## src/hw/line_write_pkg.sv

```systemverilog
// Purpose: Shared constants for the four long-word line write sequencer.
// Assumes: One bus clock; synchronous active-low reset.
// Notes: Rule summary follows.
// What this block does
// - Start clock asserts start and cycle-in-progress.
// - Next clock negates start, drives first word.
// - Sample ack and inhibit; wait until ack.
// - Inhibit negated with first ack: continue burst.
// - Inhibit asserted: three long-word cycles, index incremented.
// - No waits: inhibited eight clocks, burst five.
// - Burst beats hold address and attributes steady.
// - Each later beat waits for ack.
// - Fourth and fifth clocks drive third, fourth words.
// - After last ack, cycle-in-progress holds only if ready.
// - Clock after termination releases the data bus.
package line_write_pkg;
   // ==========================================================
   // Widths and depths
   localparam int unsigned DATA_W     = 32;
   localparam int unsigned ADDR_W     = 32;
   localparam int unsigned FIFO_DEPTH = 32;
   localparam int unsigned LINE_WORDS = 4;
   // ==========================================================
   // Address field position of the long-word index
   localparam int unsigned IDX_LO = 2;
   localparam int unsigned IDX_HI = 3;
   // ==========================================================
   // Size codes and direction
   localparam logic [1:0] SIZE_LINE = 2'h3;
   localparam logic [1:0] SIZE_LONG = 2'h0;
   localparam logic       RW_WRITE  = 1'h0;
   // ==========================================================
   // Clock counts of a line with no wait states
   localparam logic [3:0] BURST_CLKS   = 4'h5;
   localparam logic [3:0] INHIBIT_CLKS = 4'h8;
   localparam logic [1:0] LAST_BEAT    = 2'h3;
   // ==========================================================
   // Reset values
   localparam logic [DATA_W-1:0] DATA_RST = 32'h00000000;
   localparam logic [ADDR_W-1:0] ADDR_RST = 32'h00000000;
   // ==========================================================
   // Sequencer states
   typedef enum logic [1:0] {IDLE, START, DATA} seq_state_t;
endpackage

```

## src/hw/word_fifo.sv

```systemverilog
// Purpose: Flip-flop FIFO with valid/ready on both sides and a fill count.
// Assumes: Depth is a power of two.
// Notes: Full and empty come from pointers with one extra wrap bit.
`timescale 1ns/1ps
module word_fifo #(
   parameter int unsigned WIDTH = line_write_pkg::DATA_W,
   parameter int unsigned DEPTH = line_write_pkg::FIFO_DEPTH
) (
   input  wire logic                     core_clk,
   input  wire logic                     reset_n,
   input  wire logic [WIDTH-1:0]         inData,
   input  wire logic                     inValid,
   output logic                          inReady,
   output logic [WIDTH-1:0]              outData,
   output logic                          outValid,
   input  wire logic                     outReady,
   output logic [$clog2(DEPTH):0]        fillCount
);
   localparam int unsigned AW         = $clog2(DEPTH);
   localparam logic [AW:0] FULL_COUNT = (AW+1)'(DEPTH);
   localparam logic [AW:0] PTR_STEP   = (AW+1)'(1);
   logic [WIDTH-1:0] mem_q [DEPTH];
   logic [AW:0]      wrPtr_q;
   logic [AW:0]      rdPtr_q;
   logic             pushEn;
   logic             popEn;
   // ==========================================================
   // Status decode
   assign pushEn    = inValid && inReady;
   assign popEn     = outValid && outReady;
   assign fillCount = wrPtr_q - rdPtr_q;
   assign inReady   = (fillCount != FULL_COUNT);
   assign outValid  = (fillCount != '0);
   assign outData   = mem_q[rdPtr_q[AW-1:0]];
   // Pointer update
   always_ff @(posedge core_clk) begin
      if (!reset_n) begin
         wrPtr_q <= '0;
         rdPtr_q <= '0;
      end else begin
         if (pushEn) wrPtr_q <= wrPtr_q + PTR_STEP;
         if (popEn)  rdPtr_q <= rdPtr_q + PTR_STEP;
      end
   end
   // Storage, one entry per slot
   for (genvar i = 0; i < DEPTH; i++) begin : g_slot
      always_ff @(posedge core_clk) begin
         if (pushEn && wrPtr_q[AW-1:0] == AW'(i)) mem_q[i] <= inData;
      end
   end
endmodule // word_fifo

```

## src/hw/line_write_bus_cycle.sv

```systemverilog
// Purpose: Processor-side sequencer for a four long-word line write.
// Assumes: Bus inputs synchronous to core_clk; FIFO supplies line data.
// Notes: A line starts only with four words buffered, so beats never starve.
`timescale 1ns/1ps
module line_write_bus_cycle (
   input  wire logic                              core_clk,
   input  wire logic                              reset_n,
   input  wire logic [line_write_pkg::DATA_W-1:0] wordData,
   input  wire logic                              wordValid,
   output logic                                   wordReady,
   input  wire logic [line_write_pkg::ADDR_W-1:0] lineAddr,
   input  wire logic                              lineValid,
   output logic                                   lineReady,
   output logic [line_write_pkg::ADDR_W-1:0]      busAddr,
   output logic [line_write_pkg::DATA_W-1:0]      busDataOut,
   output logic                                   busDataOe,
   output logic                                   readWrite,
   output logic                                   sizeCodeHi,
   output logic                                   sizeCodeLo,
   output logic                                   transferStartN,
   output logic                                   cycleInProgressN,
   input  wire logic                              transferAckN,
   input  wire logic                              burstInhibitN
);
   // ==========================================================
   // Local widths
   localparam int unsigned       FILL_W    = $clog2(line_write_pkg::FIFO_DEPTH) + 1;
   localparam logic [FILL_W-1:0] LINE_FILL = FILL_W'(line_write_pkg::LINE_WORDS);

   // ==========================================================
   // Sequencer state and registered bus outputs
   line_write_pkg::seq_state_t        state_q;
   line_write_pkg::seq_state_t        state_d;
   logic [1:0]                        beat_q;
   logic [1:0]                        beat_d;
   logic                              inhibit_q;
   logic                              inhibit_d;
   logic [line_write_pkg::ADDR_W-1:0] busAddr_q;
   logic [line_write_pkg::ADDR_W-1:0] busAddr_d;
   logic [line_write_pkg::ADDR_W-1:0] stepAddr;
   logic [line_write_pkg::DATA_W-1:0] busData_q;
   logic [line_write_pkg::DATA_W-1:0] busData_d;
   logic [1:0]                        size_q;
   logic [1:0]                        size_d;
   logic                              busOe_q;
   logic                              startN_q;
   logic                              tipN_q;
   logic                              readWrite_q;

   // ==========================================================
   // Line buffer side
   logic [line_write_pkg::DATA_W-1:0] fifoData;
   logic                              fifoValid;
   logic [FILL_W-1:0]                 fifoFill;
   logic                              loadWord;

   // ==========================================================
   // Decode wires
   logic                              inIdle;
   logic                              inStart;
   logic                              inDataPhase;
   logic                              ackSeen;
   logic                              lastBeat;
   logic                              firstBeat;
   logic                              stepLong;
   logic                              longNext;
   logic                              burstNext;
   logic                              fillEnough;
   logic                              lineLaunch;
   logic                              idleNext;
   logic                              startNext;
   logic                              dataNext;

   // ==========================================================
   // Word buffer
   // Words wait here until a whole line is present, so beats never starve
   word_fifo #(
      .WIDTH     (line_write_pkg::DATA_W),
      .DEPTH     (line_write_pkg::FIFO_DEPTH)
   ) lineFifo (
      .core_clk  (core_clk),
      .reset_n   (reset_n),
      .inData    (wordData),
      .inValid   (wordValid),
      .inReady   (wordReady),
      .outData   (fifoData),
      .outValid  (fifoValid),
      .outReady  (loadWord),
      .fillCount (fifoFill)
   );

   // ==========================================================
   // State decode
   // Where the sequencer stands and what the slave answered this clock
   assign inIdle      = (state_q == line_write_pkg::IDLE);
   assign inStart     = (state_q == line_write_pkg::START);
   assign inDataPhase = (state_q == line_write_pkg::DATA);
   assign ackSeen     = inDataPhase && !transferAckN;
   assign lastBeat    = (beat_q == line_write_pkg::LAST_BEAT);
   assign firstBeat   = (beat_q == 2'h0);

   // Inhibit counts only with the first ack; later levels are ignored
   assign stepLong    = firstBeat ? !burstInhibitN : inhibit_q;
   assign longNext    = ackSeen && !lastBeat && stepLong;
   assign burstNext   = ackSeen && !lastBeat && !stepLong;

   // A line may start from idle, or straight after the last ack of the one before
   assign fillEnough  = (fifoFill >= LINE_FILL);
   assign lineLaunch  = lineValid && fillEnough && (inIdle || (ackSeen && lastBeat));
   assign lineReady   = lineLaunch;

   // One word leaves the buffer per beat, in ascending index order
   assign loadWord    = inStart || burstNext;

   // ==========================================================
   // Next state
   // Burst: one start clock and four data clocks; inhibited: two clocks per word
   always_comb begin
      state_d = state_q;
      unique case (state_q)
         line_write_pkg::IDLE: begin
            if (lineLaunch) begin
               state_d = line_write_pkg::START;
            end
         end
         line_write_pkg::START: begin
            state_d = line_write_pkg::DATA;
         end
         line_write_pkg::DATA: begin
            if (ackSeen && lastBeat) begin
               state_d = lineLaunch ? line_write_pkg::START : line_write_pkg::IDLE;
            end else if (longNext) begin
               state_d = line_write_pkg::START;
            end
         end
         default: begin
            state_d = line_write_pkg::IDLE;
         end
      endcase
   end

   // ==========================================================
   // Next register values
   // Strobe levels follow from the state being entered
   assign idleNext  = (state_d == line_write_pkg::IDLE);
   assign startNext = (state_d == line_write_pkg::START);
   assign dataNext  = (state_d == line_write_pkg::DATA);

   // Beat index and the inhibit answer latched with the first ack
   assign beat_d    = lineLaunch ? 2'h0 :
                      (ackSeen && !lastBeat) ? beat_q + 2'h1 : beat_q;
   assign inhibit_d = lineLaunch ? 1'h0 :
                      (ackSeen && firstBeat) ? !burstInhibitN : inhibit_q;

   // Only a separate long-word cycle moves the index bits
   assign stepAddr  = {busAddr_q[line_write_pkg::ADDR_W-1:line_write_pkg::IDX_HI+1],
                       busAddr_q[line_write_pkg::IDX_HI:line_write_pkg::IDX_LO] + 2'h1,
                       busAddr_q[line_write_pkg::IDX_LO-1:0]};
   assign busAddr_d = lineLaunch ? lineAddr :
                      longNext ? stepAddr : busAddr_q;
   assign size_d    = lineLaunch ? line_write_pkg::SIZE_LINE :
                      longNext ? line_write_pkg::SIZE_LONG : size_q;
   assign busData_d = loadWord ? fifoData : busData_q;

   // ==========================================================
   // Registers
   // State, beat index and inhibit flag
   always_ff @(posedge core_clk) begin
      if (!reset_n) begin
         state_q   <= line_write_pkg::IDLE;
         beat_q    <= 2'h0;
         inhibit_q <= 1'h0;
      end else begin
         state_q   <= state_d;
         beat_q    <= beat_d;
         inhibit_q <= inhibit_d;
      end
   end

   // Address, size code and write data
   always_ff @(posedge core_clk) begin
      if (!reset_n) begin
         busAddr_q <= line_write_pkg::ADDR_RST;
         size_q    <= line_write_pkg::SIZE_LINE;
         busData_q <= line_write_pkg::DATA_RST;
      end else begin
         busAddr_q <= busAddr_d;
         size_q    <= size_d;
         busData_q <= busData_d;
      end
   end

   // Strobes, cycle-in-progress and data bus enable
   always_ff @(posedge core_clk) begin
      if (!reset_n) begin
         startN_q    <= 1'h1;
         tipN_q      <= 1'h1;
         busOe_q     <= 1'h0;
         readWrite_q <= 1'h1;
      end else begin
         startN_q    <= !startNext;
         tipN_q      <= idleNext;
         busOe_q     <= dataNext;
         readWrite_q <= idleNext ? 1'h1 : line_write_pkg::RW_WRITE;
      end
   end

   // ==========================================================
   // Outputs
   // Every bus output comes straight from a flip-flop
   assign busAddr          = busAddr_q;
   assign busDataOut       = busData_q;
   assign busDataOe        = busOe_q;
   assign readWrite        = readWrite_q;
   assign sizeCodeHi       = size_q[1];
   assign sizeCodeLo       = size_q[0];
   assign transferStartN   = startN_q;
   assign cycleInProgressN = tipN_q;

   // ==========================================================
   // Assertions
   // A start strobe always comes with cycle-in-progress
   start_tip_a: assert property (
      @(posedge core_clk) disable iff (!reset_n)
      !transferStartN |-> !cycleInProgressN
   ) else $error("start strobe without cycle in progress");

   // Start lasts one clock and data is driven in the next
   start_once_a: assert property (
      @(posedge core_clk) disable iff (!reset_n)
      !transferStartN |=> transferStartN && busDataOe
   ) else $error("start strobe not followed by a data clock");

   // Wait states hold data and address
   wait_hold_a: assert property (
      @(posedge core_clk) disable iff (!reset_n)
      busDataOe && transferAckN |=> busDataOe && $stable(busDataOut) && $stable(busAddr)
   ) else $error("data phase changed during a wait state");

   // Burst beats keep address and attributes constant
   burst_hold_a: assert property (
      @(posedge core_clk) disable iff (!reset_n)
      burstNext |=> busDataOe && $stable(busAddr) && $stable({sizeCodeHi, sizeCodeLo})
   ) else $error("address or attributes moved inside a burst");

   // An inhibited line steps the index for each new cycle
   long_step_a: assert property (
      @(posedge core_clk) disable iff (!reset_n)
      longNext |=> !transferStartN &&
         (busAddr[line_write_pkg::IDX_HI:line_write_pkg::IDX_LO] ==
          $past(busAddr[line_write_pkg::IDX_HI:line_write_pkg::IDX_LO]) + 2'h1)
   ) else $error("separate long-word cycle without index step");

   // The data bus is let go after the last ack
   bus_release_a: assert property (
      @(posedge core_clk) disable iff (!reset_n)
      ackSeen && lastBeat |=> !busDataOe
   ) else $error("data bus still driven after the last ack");

   // Cycle-in-progress ends unless another line follows at once
   tip_end_a: assert property (
      @(posedge core_clk) disable iff (!reset_n)
      ackSeen && lastBeat && !lineLaunch |=> cycleInProgressN
   ) else $error("cycle in progress held with no line pending");

   // Every word taken from the buffer is a real one
   pop_valid_a: assert property (
      @(posedge core_clk) disable iff (!reset_n)
      loadWord |-> fifoValid
   ) else $error("word taken from an empty buffer");
endmodule // line_write_bus_cycle


```

## config.mk

```make
export PLATFORM = sky130hd
export DESIGN_NAME = line_write_bus_cycle
export DESIGN_NICKNAME = d
export VERILOG_FILES = /design/src/hw/line_write_pkg.sv /design/src/hw/word_fifo.sv /design/src/hw/line_write_bus_cycle.sv
export SDC_FILE = /design/constraint.sdc
export NUM_CORES = 1
export LEC_CHECK = 0
export CELL_PAD_IN_SITES_DETAIL_PLACEMENT = 0
export CELL_PAD_IN_SITES_GLOBAL_PLACEMENT = 1
export CORE_MARGIN = 4
export CORE_UTILIZATION = 45
export DETAILED_ROUTE_END_ITERATION = 8
export DONT_BUFFER_PORTS = 1
export PLACE_DENSITY_LB_ADDON = 0.1
export SLEW_MARGIN = 10
export SYNTH_ARGS = -nofsm -noshare
export SYNTH_HDL_FRONTEND = slang
export SYNTH_SLANG_ARGS = --single-unit
```

## constraint.sdc

```tcl
create_clock -name core_clk -period 10.35 [get_ports core_clk]
set_input_delay 0.5175 -clock core_clk [delete_from_list [all_inputs] [get_ports core_clk]]
set_output_delay 0.5175 -clock core_clk [all_outputs]
set_load 0.01 [all_outputs]
```

==> impl_metrics.py, run 1 <==
metrics = {
    "logic_synthesis": {
        "synthFlopType": "sky130_fd_sc_hd__edfxtp_1",
        "synthesis.nets": 2137,
        "post_synth_most_frequent_cells": "sky130_fd_sc_hd__edfxtp_1, sky130_fd_sc_hd__mux4_2, sky130_fd_sc_hd__nand2_1",
        "post-synth-top-count-cell": "sky130_fd_sc_hd__edfxtp_1",
        "synth_top_area_share_pct": 72.9,
        "synth.lib_cells_used.distinct": 51,
        "synthCells": 2053,
        "cell_area_after_synthesis_sq_mm": 0.0422,
        "synthTopCellsByArea": "sky130_fd_sc_hd__edfxtp_1, sky130_fd_sc_hd__mux4_2, sky130_fd_sc_hd__dfxtp_1, sky130_fd_sc_hd__nand2_1, sky130_fd_sc_hd__mux2i_1",
        "synth-seq-area-share_pct": 76.9,
        "yosysWarningCount": 0,
        "yosys.area.top_type": "sky130_fd_sc_hd__edfxtp_1",
        "avgSynthCellArea_sq_um": 20.6,
        "yosys_register_bits": 1109,
        "post_synthesis_async_set_or_reset_flop_share_pct": 0,
        "post_synth_edffs": 1024,
    },
    "timing": {
        "tightestPinTransition_ns": 1.23,
        "final_max_slew_viol_count": 0,
        "report.final.hold_viol_count": 0,
        "fin_worst_skew_ns": 0.0269,
        "timing.hold.ws_ns": 0.0511,
        "finalSetupTns_ns": 0,
        "fin_ws_ns": 5.35,
        "post-route-period-util_pct": 48.3,
        "rsz0062_at_grt": "no",
        "max_freq_mhz": 200,
        "slew-limit-headroom_pct": 17.9,
        "post-route-min-period_ns": 5.00,
        "number_of_setup_violations_in_the_final_report": 0,
    },
    "worst_setup_path": {
        "critical_path_class": "reg2reg",
        "rr_worst_depth": 9,
        "reg2reg_to": "lineFifo.mem_q[3][3]",
        "critPathCapture": "lineFifo.mem_q[3][3]",
        "critPathLaunch": "lineFifo.rdPtr_q[4]",
        "worst_ep_required_time_ns": 10.63,
        "worstPathMaxFanout": 54,
        "r2r-start": "lineFifo.rdPtr_q[4]",
        "regToRegSetupSlack_ns": 5.35,
        "worst_setup_path_start_kind": "flip-flop",
        "crit_path_end_kind": "flip-flop",
        "arrival_ns": 5.28,
    },
    "pwr": {
        "irDropWorstVdd_mv": 0.179,
        "fin_total_pwr_mw": 10.5,
        "total_leakage_power_nw": 15.0,
        "p_per_area_mw_per_mm2": 217,
    },
    "place": {
        "placed_cell_area_sq_mm": 0.0437,
        "detailed_place_hpwl_um": 65500,
        "routabilityCongestion": 0.818,
        "preCtsSetupSlack_ns": 5.25,
        "place.port_buffers": 0,
    },
    "finish": {
        "n_fill_cell": 7387,
        "layout.nets": 2225,
        "syn_to_final_growth_pct": 14.5,
        "final_area_sq_mm": 0.0483,
        "ratio_of_cells_with_drive_above_1_in_the_final_layout_pct": 23.6,
    },
    "route": {
        "detail_route.drc_violations": 0,
        "postRouteWirelength_um": 110000,
        "drt_via_density": 5.84,
        "drt-initial-drc-count": 2204,
        "drt-pass1-iter-count": 5,
        "avgRoutedWirePerCell_um": 31.5,
        "dr_total_vias": 20400,
        "detail_route_antenna_nets": 0,
    },
    "floorplanning": {
        "num_rows": 112,
        "ioPinCount": 142,
        "floorplan.die_area_sq_mm": 0.0987,
        "coreArea_sq_mm": 0.0932,
        "die_x_um": 314,
        "floorplan.die.height_um": 314,
        "effective_utilization_at_floorplan_pct": 45.3,
    },
    "clocking": {
        "post_cts_resize_count": 0,
        "tritoncts_clock_tree": "built",
        "worst_skew_pair.late_latency_ns": 0.68,
        "cts-htree-levels": 3,
        "clock_sink_count": 1109,
        "clockBufferDepth": 3,
        "total_cts_buffers": 114,
        "clock_root_buffer": "sky130_fd_sc_hd__clkbuf_16",
        "clkSlewWorstSetupHoldPaths_ns": 0.06,
    },
    "global_routing": {
        "first_global_vias": 21000,
        "groute.usage.overall_pct": 22.5,
        "grt_max_degree": 124,
        "grt_pass1_wl_um": 157000,
        "globalRouteOverflowTotal": 0,
        "grt_antenna_before_repair": 3,
    },
    "job": {
        "drv.max_cap_violation_count": 0,
    },
    "worst_hold_path": {
        "timing.hold.worst.class": "in2reg",
    },
    "outcome": {
        "run_status": "complete, no violations",
    },
}
[flip-flops by register name (all words and copies together) (netlist names)]
signal / count
inhibit_q: 1
lineFifo.wrPtr_q: 6
state_q: 2
lineFifo.rdPtr_q: 6
busDataOut: 32
transferStartN: 1
size_q: 1
busDataOe: 1
readWrite: 1
lineFifo.mem_q: 1024
beat_q: 2
busAddr: 32
[metal layers]
metal | GRT usage, % | routed length (um) | vias to the layer above | part of all wire, %
met1 | 32.9 | 48200 | 11000 | 44
met2 | 35.7 | 52600 | 620 | 48
met3 | 4.36 | 7350 | 105 | 6.7
met5 | 0 | 0 | - | 0
li1 | - | - | 8681 | -
met4 | 4.42 | 1970 | 0 | 1.8
[report_power, final]
group / switching (mW) / total, mW / internal [mW]
combinational: 0.733 / 1.33 / 0.601
sequential: 0.168 / 5.24 / 5.07
clock: 1.67 / 3.89 / 2.22
total: 2.57 / 10.5 / 7.89
[final cells by class]
type	count	area, sq um	area share, %
inverters	11	43.8	0.0907
clock inverters	60	434	0.899
clock buffers	154	3110	6.43
flip-flops and latches	1109	32500	67.2
multi-input cells	812	9410	19.5
repair buffers	93	1260	2.61
diodes	1	2.50	0.00518
well taps	1254	1570	3.25
[what timing repair did]
action,4_1_cts,5_1_grt
endpoints found under the setup margin,0,0
hold buffers,68,1
endpoints found under the hold margin,1072,1
buffers inserted,0,0
[metrics by stage]
| stage | util, % | instances |
|---|---|---|
| 6_report | 51.8 | 3494 |
| 5_1_grt | 51.8 | 3493 |
| 4_1_cts | 51.8 | 3491 |
| 3_5_place_dp | 46.9 | 3209 |
| 3_3_place_gp | 46.9 | 3209 |
| 2_1_floorplan | - | 2053 |
[worst max-delay path: stages (launching register included)]
cell and delay [ns]:
sky130_fd_sc_hd__dfxtp_4 0.45, sky130_fd_sc_hd__inv_4 0.59, sky130_fd_sc_hd__ha_1 0.42, sky130_fd_sc_hd__and2_1 0.16
sky130_fd_sc_hd__o21ai_0 0.17, sky130_fd_sc_hd__o21ai_1 0.23, sky130_fd_sc_hd__o21ai_1 0.69, sky130_fd_sc_hd__buf_4 0.35
sky130_fd_sc_hd__nand2_1 0.45, sky130_fd_sc_hd__nor2_4 1.01
[worst min-delay path by stage]
stage                              startpoint  depth (start not counted)                   to  slack [ns]
after floorplan                     beat_q[1]                          2            beat_q[1]        0.45
after global placement              beat_q[1]                          2            beat_q[1]        0.47
after detailed placement  lineFifo.wrPtr_q[5]                          2  lineFifo.wrPtr_q[5]        0.48
after CTS                             reset_n                          1            readWrite       0.004
after global routing                  reset_n                          2            beat_q[0]        0.02
final                                 reset_n                          2            beat_q[0]        0.05
[kinds of logic (layout without fill, tap and decap cells)]
kind of cell / Yosys count / count (layout) / share of synthesized area [%]
simple gates: 309 / 309 / 3.17
flops: 1109 / 1109 / 76.9
xor+xnor: 5 / 5 / 0.104
other cells: 0 / 1 / 0
fa+ha+maj: 14 / 14 / 0.415
buf+inv: 132 / 318 / 1.42
mux: 295 / 295 / 14.6
compound gates: 189 / 189 / 3.38
[layout by cell type, fill, tap and decap left out, types with 4 or more instances in the layout]
cell type / Yosys / layout
sky130_fd_sc_hd__a311oi_1: 31 / 31
sky130_fd_sc_hd__clkinvlp_4: 0 / 5
sky130_fd_sc_hd__o21ai_0: 39 / 38
sky130_fd_sc_hd__dlygate4sd3_1: 0 / 36
sky130_fd_sc_hd__buf_12: 0 / 33
sky130_fd_sc_hd__nand2_1: 185 / 184
sky130_fd_sc_hd__nor2_4: 0 / 33
sky130_fd_sc_hd__a22o_1: 32 / 32
sky130_fd_sc_hd__a32oi_1: 31 / 31
sky130_fd_sc_hd__and2_1: 9 / 8
sky130_fd_sc_hd__clkbuf_1: 57 / 33
sky130_fd_sc_hd__mux2i_1: 39 / 39
sky130_fd_sc_hd__mux4_2: 256 / 256
sky130_fd_sc_hd__nand2b_1: 7 / 7
sky130_fd_sc_hd__a21oi_1: 4 / 4
sky130_fd_sc_hd__buf_4: 16 / 21
sky130_fd_sc_hd__clkinv_1: 1 / 19
sky130_fd_sc_hd__inv_1: 10 / 9
sky130_fd_sc_hd__nand3_1: 42 / 40
sky130_fd_sc_hd__bufinv_16: 0 / 5
sky130_fd_sc_hd__nor2_1: 40 / 7
sky130_fd_sc_hd__o22ai_1: 31 / 31
sky130_fd_sc_hd__and3_1: 6 / 4
sky130_fd_sc_hd__ha_1: 14 / 14
sky130_fd_sc_hd__edfxtp_1: 1024 / 1024
sky130_fd_sc_hd__clkbuf_8: 0 / 4
sky130_fd_sc_hd__clkinv_2: 0 / 29
sky130_fd_sc_hd__clkbuf_16: 0 / 117
sky130_fd_sc_hd__dfxtp_1: 85 / 82
Power figures use the tool's default switching activity.
==> run 2: changes to the inputs <==
clock period = 4.3 ns   (was 10.35 ns; I/O delays follow)
==> impl_metrics.py, run 2 (same netlist as run 1, synthesis figures left out) <==
metrics = {
    "timing": {
        "max_freq_mhz": 254,
        "report.final.hold_viol_count": 0,
        "post-route-min-period_ns": 3.94,
        "timing.hold.ws_ns": 0.123,
        "post-route-period-util_pct": 91.7,
        "rsz0062_at_grt": "no",
        "fin_ws_ns": 0.357,
        "final_max_slew_viol_count": 0,
        "slew-limit-headroom_pct": 20.8,
        "number_of_setup_violations_in_the_final_report": 0,
        "tightestPinTransition_ns": 1.18,
        "fin_worst_skew_ns": 0.0290,
    },
    "worst_setup_path": {
        "timing.critical_path.slowest_stage_cell": "sky130_fd_sc_hd__nor2_4",
        "critical_path_class": "reg2reg",
        "crit_cells": 10,
        "crit_path_end_kind": "flip-flop",
        "critical_path.cell_chain": "inv_1 > ha_1 > o21a_1 > o31ai_1 > o21ai_1 > o21ai_1 > buf_4 > nand3b_2 > nor2_4 > buf_12",
        "rr_worst_depth": 10,
        "critPathLaunch": "lineFifo.rdPtr_q[2]",
        "worst_setup_path_start_kind": "flip-flop",
        "cpMostUsedCell": "sky130_fd_sc_hd__o21ai_1",
        "max_stage_delay_ns": 0.67,
        "worst_ep_required_time_ns": 4.67,
        "critical_path.n_buffers_inverters": 3,
        "regToRegSetupSlack_ns": 0.36,
        "cp_top_family": "simple AND/OR/NAND/NOR gates",
        "worstPathMaxFanout": 22,
        "arrival_ns": 4.31,
        "r2r-start": "lineFifo.rdPtr_q[2]",
        "critPathCapture": "lineFifo.mem_q[27][29]",
        "reg2reg_to": "lineFifo.mem_q[27][29]",
    },
    "place": {
        "detailed_place_hpwl_um": 60300,
        "place.detailed.instances": 3258,
        "routabilityCongestion": 0.763,
        "preCtsSetupSlack_ns": 0.346,
        "place.port_buffers": 0,
    },
    "finish": {
        "layout.cells.most_common_list": "sky130_fd_sc_hd__edfxtp_1, sky130_fd_sc_hd__mux4_2, sky130_fd_sc_hd__nand2_1",
        "regMostFlops": "lineFifo.mem_q",
        "layout.nets": 2291,
        "largest_register_ffs": 1024,
        "syn_to_final_growth_pct": 16.5,
        "final_common_cell": "sky130_fd_sc_hd__edfxtp_1",
        "ratio_of_cells_with_drive_above_1_in_the_final_layout_pct": 24.2,
        "final_cell_count_no_fill": 3563,
    },
    "pwr": {
        "clockPowerShare_pct": 38.5,
        "cell_internal_pwr_mw": 19.6,
        "switching_power_mw": 6.20,
        "fraction_of_power_consumed_by_combinational_cells_pct": 12.7,
        "seqPwrFrac_pct": 48.8,
        "netSwitchingFraction_pct": 24.1,
        "fin_total_pwr_mw": 25.8,
        "total_leakage_power_nw": 15.4,
        "p_per_area_mw_per_mm2": 525,
        "irDropWorstVdd_mv": 0.425,
    },
    "clocking": {
        "worst_skew_pair.late_latency_ns": 0.69,
        "total_cts_buffers": 114,
        "clkSlewWorstSetupHoldPaths_ns": 0.06,
        "clock_sink_count": 1109,
        "clock_root_buffer": "sky130_fd_sc_hd__clkbuf_16",
        "post_cts_resize_count": 0,
        "tritoncts_clock_tree": "built",
        "cts-htree-levels": 3,
        "clockBufferDepth": 3,
    },
    "route": {
        "avgRoutedWirePerCell_um": 31.4,
        "drt-pass1-iter-count": 5,
        "postRouteWirelength_um": 112000,
        "dr_total_vias": 21100,
        "detail_route_antenna_nets": 0,
        "drt-initial-drc-count": 2295,
        "detail_route.drc_violations": 0,
        "drt_via_density": 5.91,
    },
    "global_routing": {
        "globalRouteOverflowTotal": 0,
        "grt_antenna_before_repair": 1,
        "first_global_vias": 21900,
        "grt_max_degree": 117,
        "grt_pass1_wl_um": 160000,
        "groute.usage.overall_pct": 22.9,
    },
    "worst_hold_path": {
        "hold_path_startpoint": "transferAckN",
        "timing.hold.worst.class": "in2reg",
    },
    "floorplanning": {
        "die_x_um": 314,
        "coreArea_sq_mm": 0.0932,
        "num_rows": 112,
        "effective_utilization_at_floorplan_pct": 45.3,
        "floorplan.die.height_um": 314,
        "floorplan.die_area_sq_mm": 0.0987,
        "ioPinCount": 142,
    },
    "outcome": {
        "run_status": "complete, no violations",
    },
    "job": {
        "drv.max_cap_violation_count": 0,
    },
}
run 2: changes by cell type in the layout (fill, tap and decap cells not counted), moves of 2 or more:
cell,previous run,this run
sky130_fd_sc_hd__buf_4,21,49
sky130_fd_sc_hd__dlygate4sd3_1,36,75
sky130_fd_sc_hd__bufinv_16,5,11
sky130_fd_sc_hd__clkinv_2,29,18
sky130_fd_sc_hd__buf_16,3,1
sky130_fd_sc_hd__clkbuf_8,4,11
sky130_fd_sc_hd__clkinvlp_4,5,2
sky130_fd_sc_hd__clkinv_1,19,25
sky130_fd_sc_hd__clkbuf_1,33,26
run 2: per-layer routing:
metal | GRT usage (%) | up-vias | wire length (um) | share of wire, %
li1 | - | 8824 | - | -
met1 | 32.1 | 11300 | 47200 | 42
met2 | 36.4 | 745 | 53600 | 48
met3 | 5.23 | 173 | 8090 | 7.2
met4 | 6.41 | 2 | 3000 | 2.7
met5 | 0 | - | 15 | 0.013
run 2: worst min path at each step:
stage | endpoint | slack, ns | depth (start not counted)
after detailed placement | transferStartN | 0.30 | 1
final | busAddr[3] | 0.12 | 4
after global routing | lineFifo.mem_q[31][11] | 0.11 | 1
after CTS | busAddr[31] | 0.08 | 4
after global placement | transferStartN | 0.30 | 1
after floorplan | lineFifo.mem_q[0][0] | 0.31 | 0
run 2: area by class of cell:
class                      instances  area [sq um]
timing repair buffer             159          1830
inverter                          11          43.8
clock buffer                     156          3210
sequential                      1109         32500
clock inverter                    61           612
multi-input combinational        812          9410
fill                            7284         44100
antenna                            1          2.50
tap                             1254          1570
run 2: through the flow:
stage	utilization, %	area, sq um	setup TNS (ns)
6_report	52.7	49100	0
5_1_grt	52.7	49100	0
4_1_cts	52.7	49100	0
3_5_place_dp	47.6	44300	0
3_3_place_gp	47.6	44300	0
2_1_floorplan	-	42200	-178.28
run 2: tightest hold or removal path, stage by stage:
cell,delay (ns)
sky130_fd_sc_hd__nand2b_1,0.08
sky130_fd_sc_hd__a21oi_1,0.11
sky130_fd_sc_hd__o311ai_4,0.22
sky130_fd_sc_hd__o21ai_0,0.12
run 2: repair_timing:
action / CTS / global route
endpoints found under the hold margin: 1077 / 0
buffers inserted: 0 / 0
hold buffers: 87 / 0
run 2: power by group through the flow:
stage | logic [mW] | clock network [mW] | registers, mW
global route | 3.57 | 10.6 | 12.6
floorplan | 2.38 | 0 | 12.6
detailed placement | 3.07 | 0 | 12.8
finish | 3.27 | 9.93 | 12.6
CTS | 3.35 | 10.1 | 12.6
global placement | 3.08 | 0 | 12.8
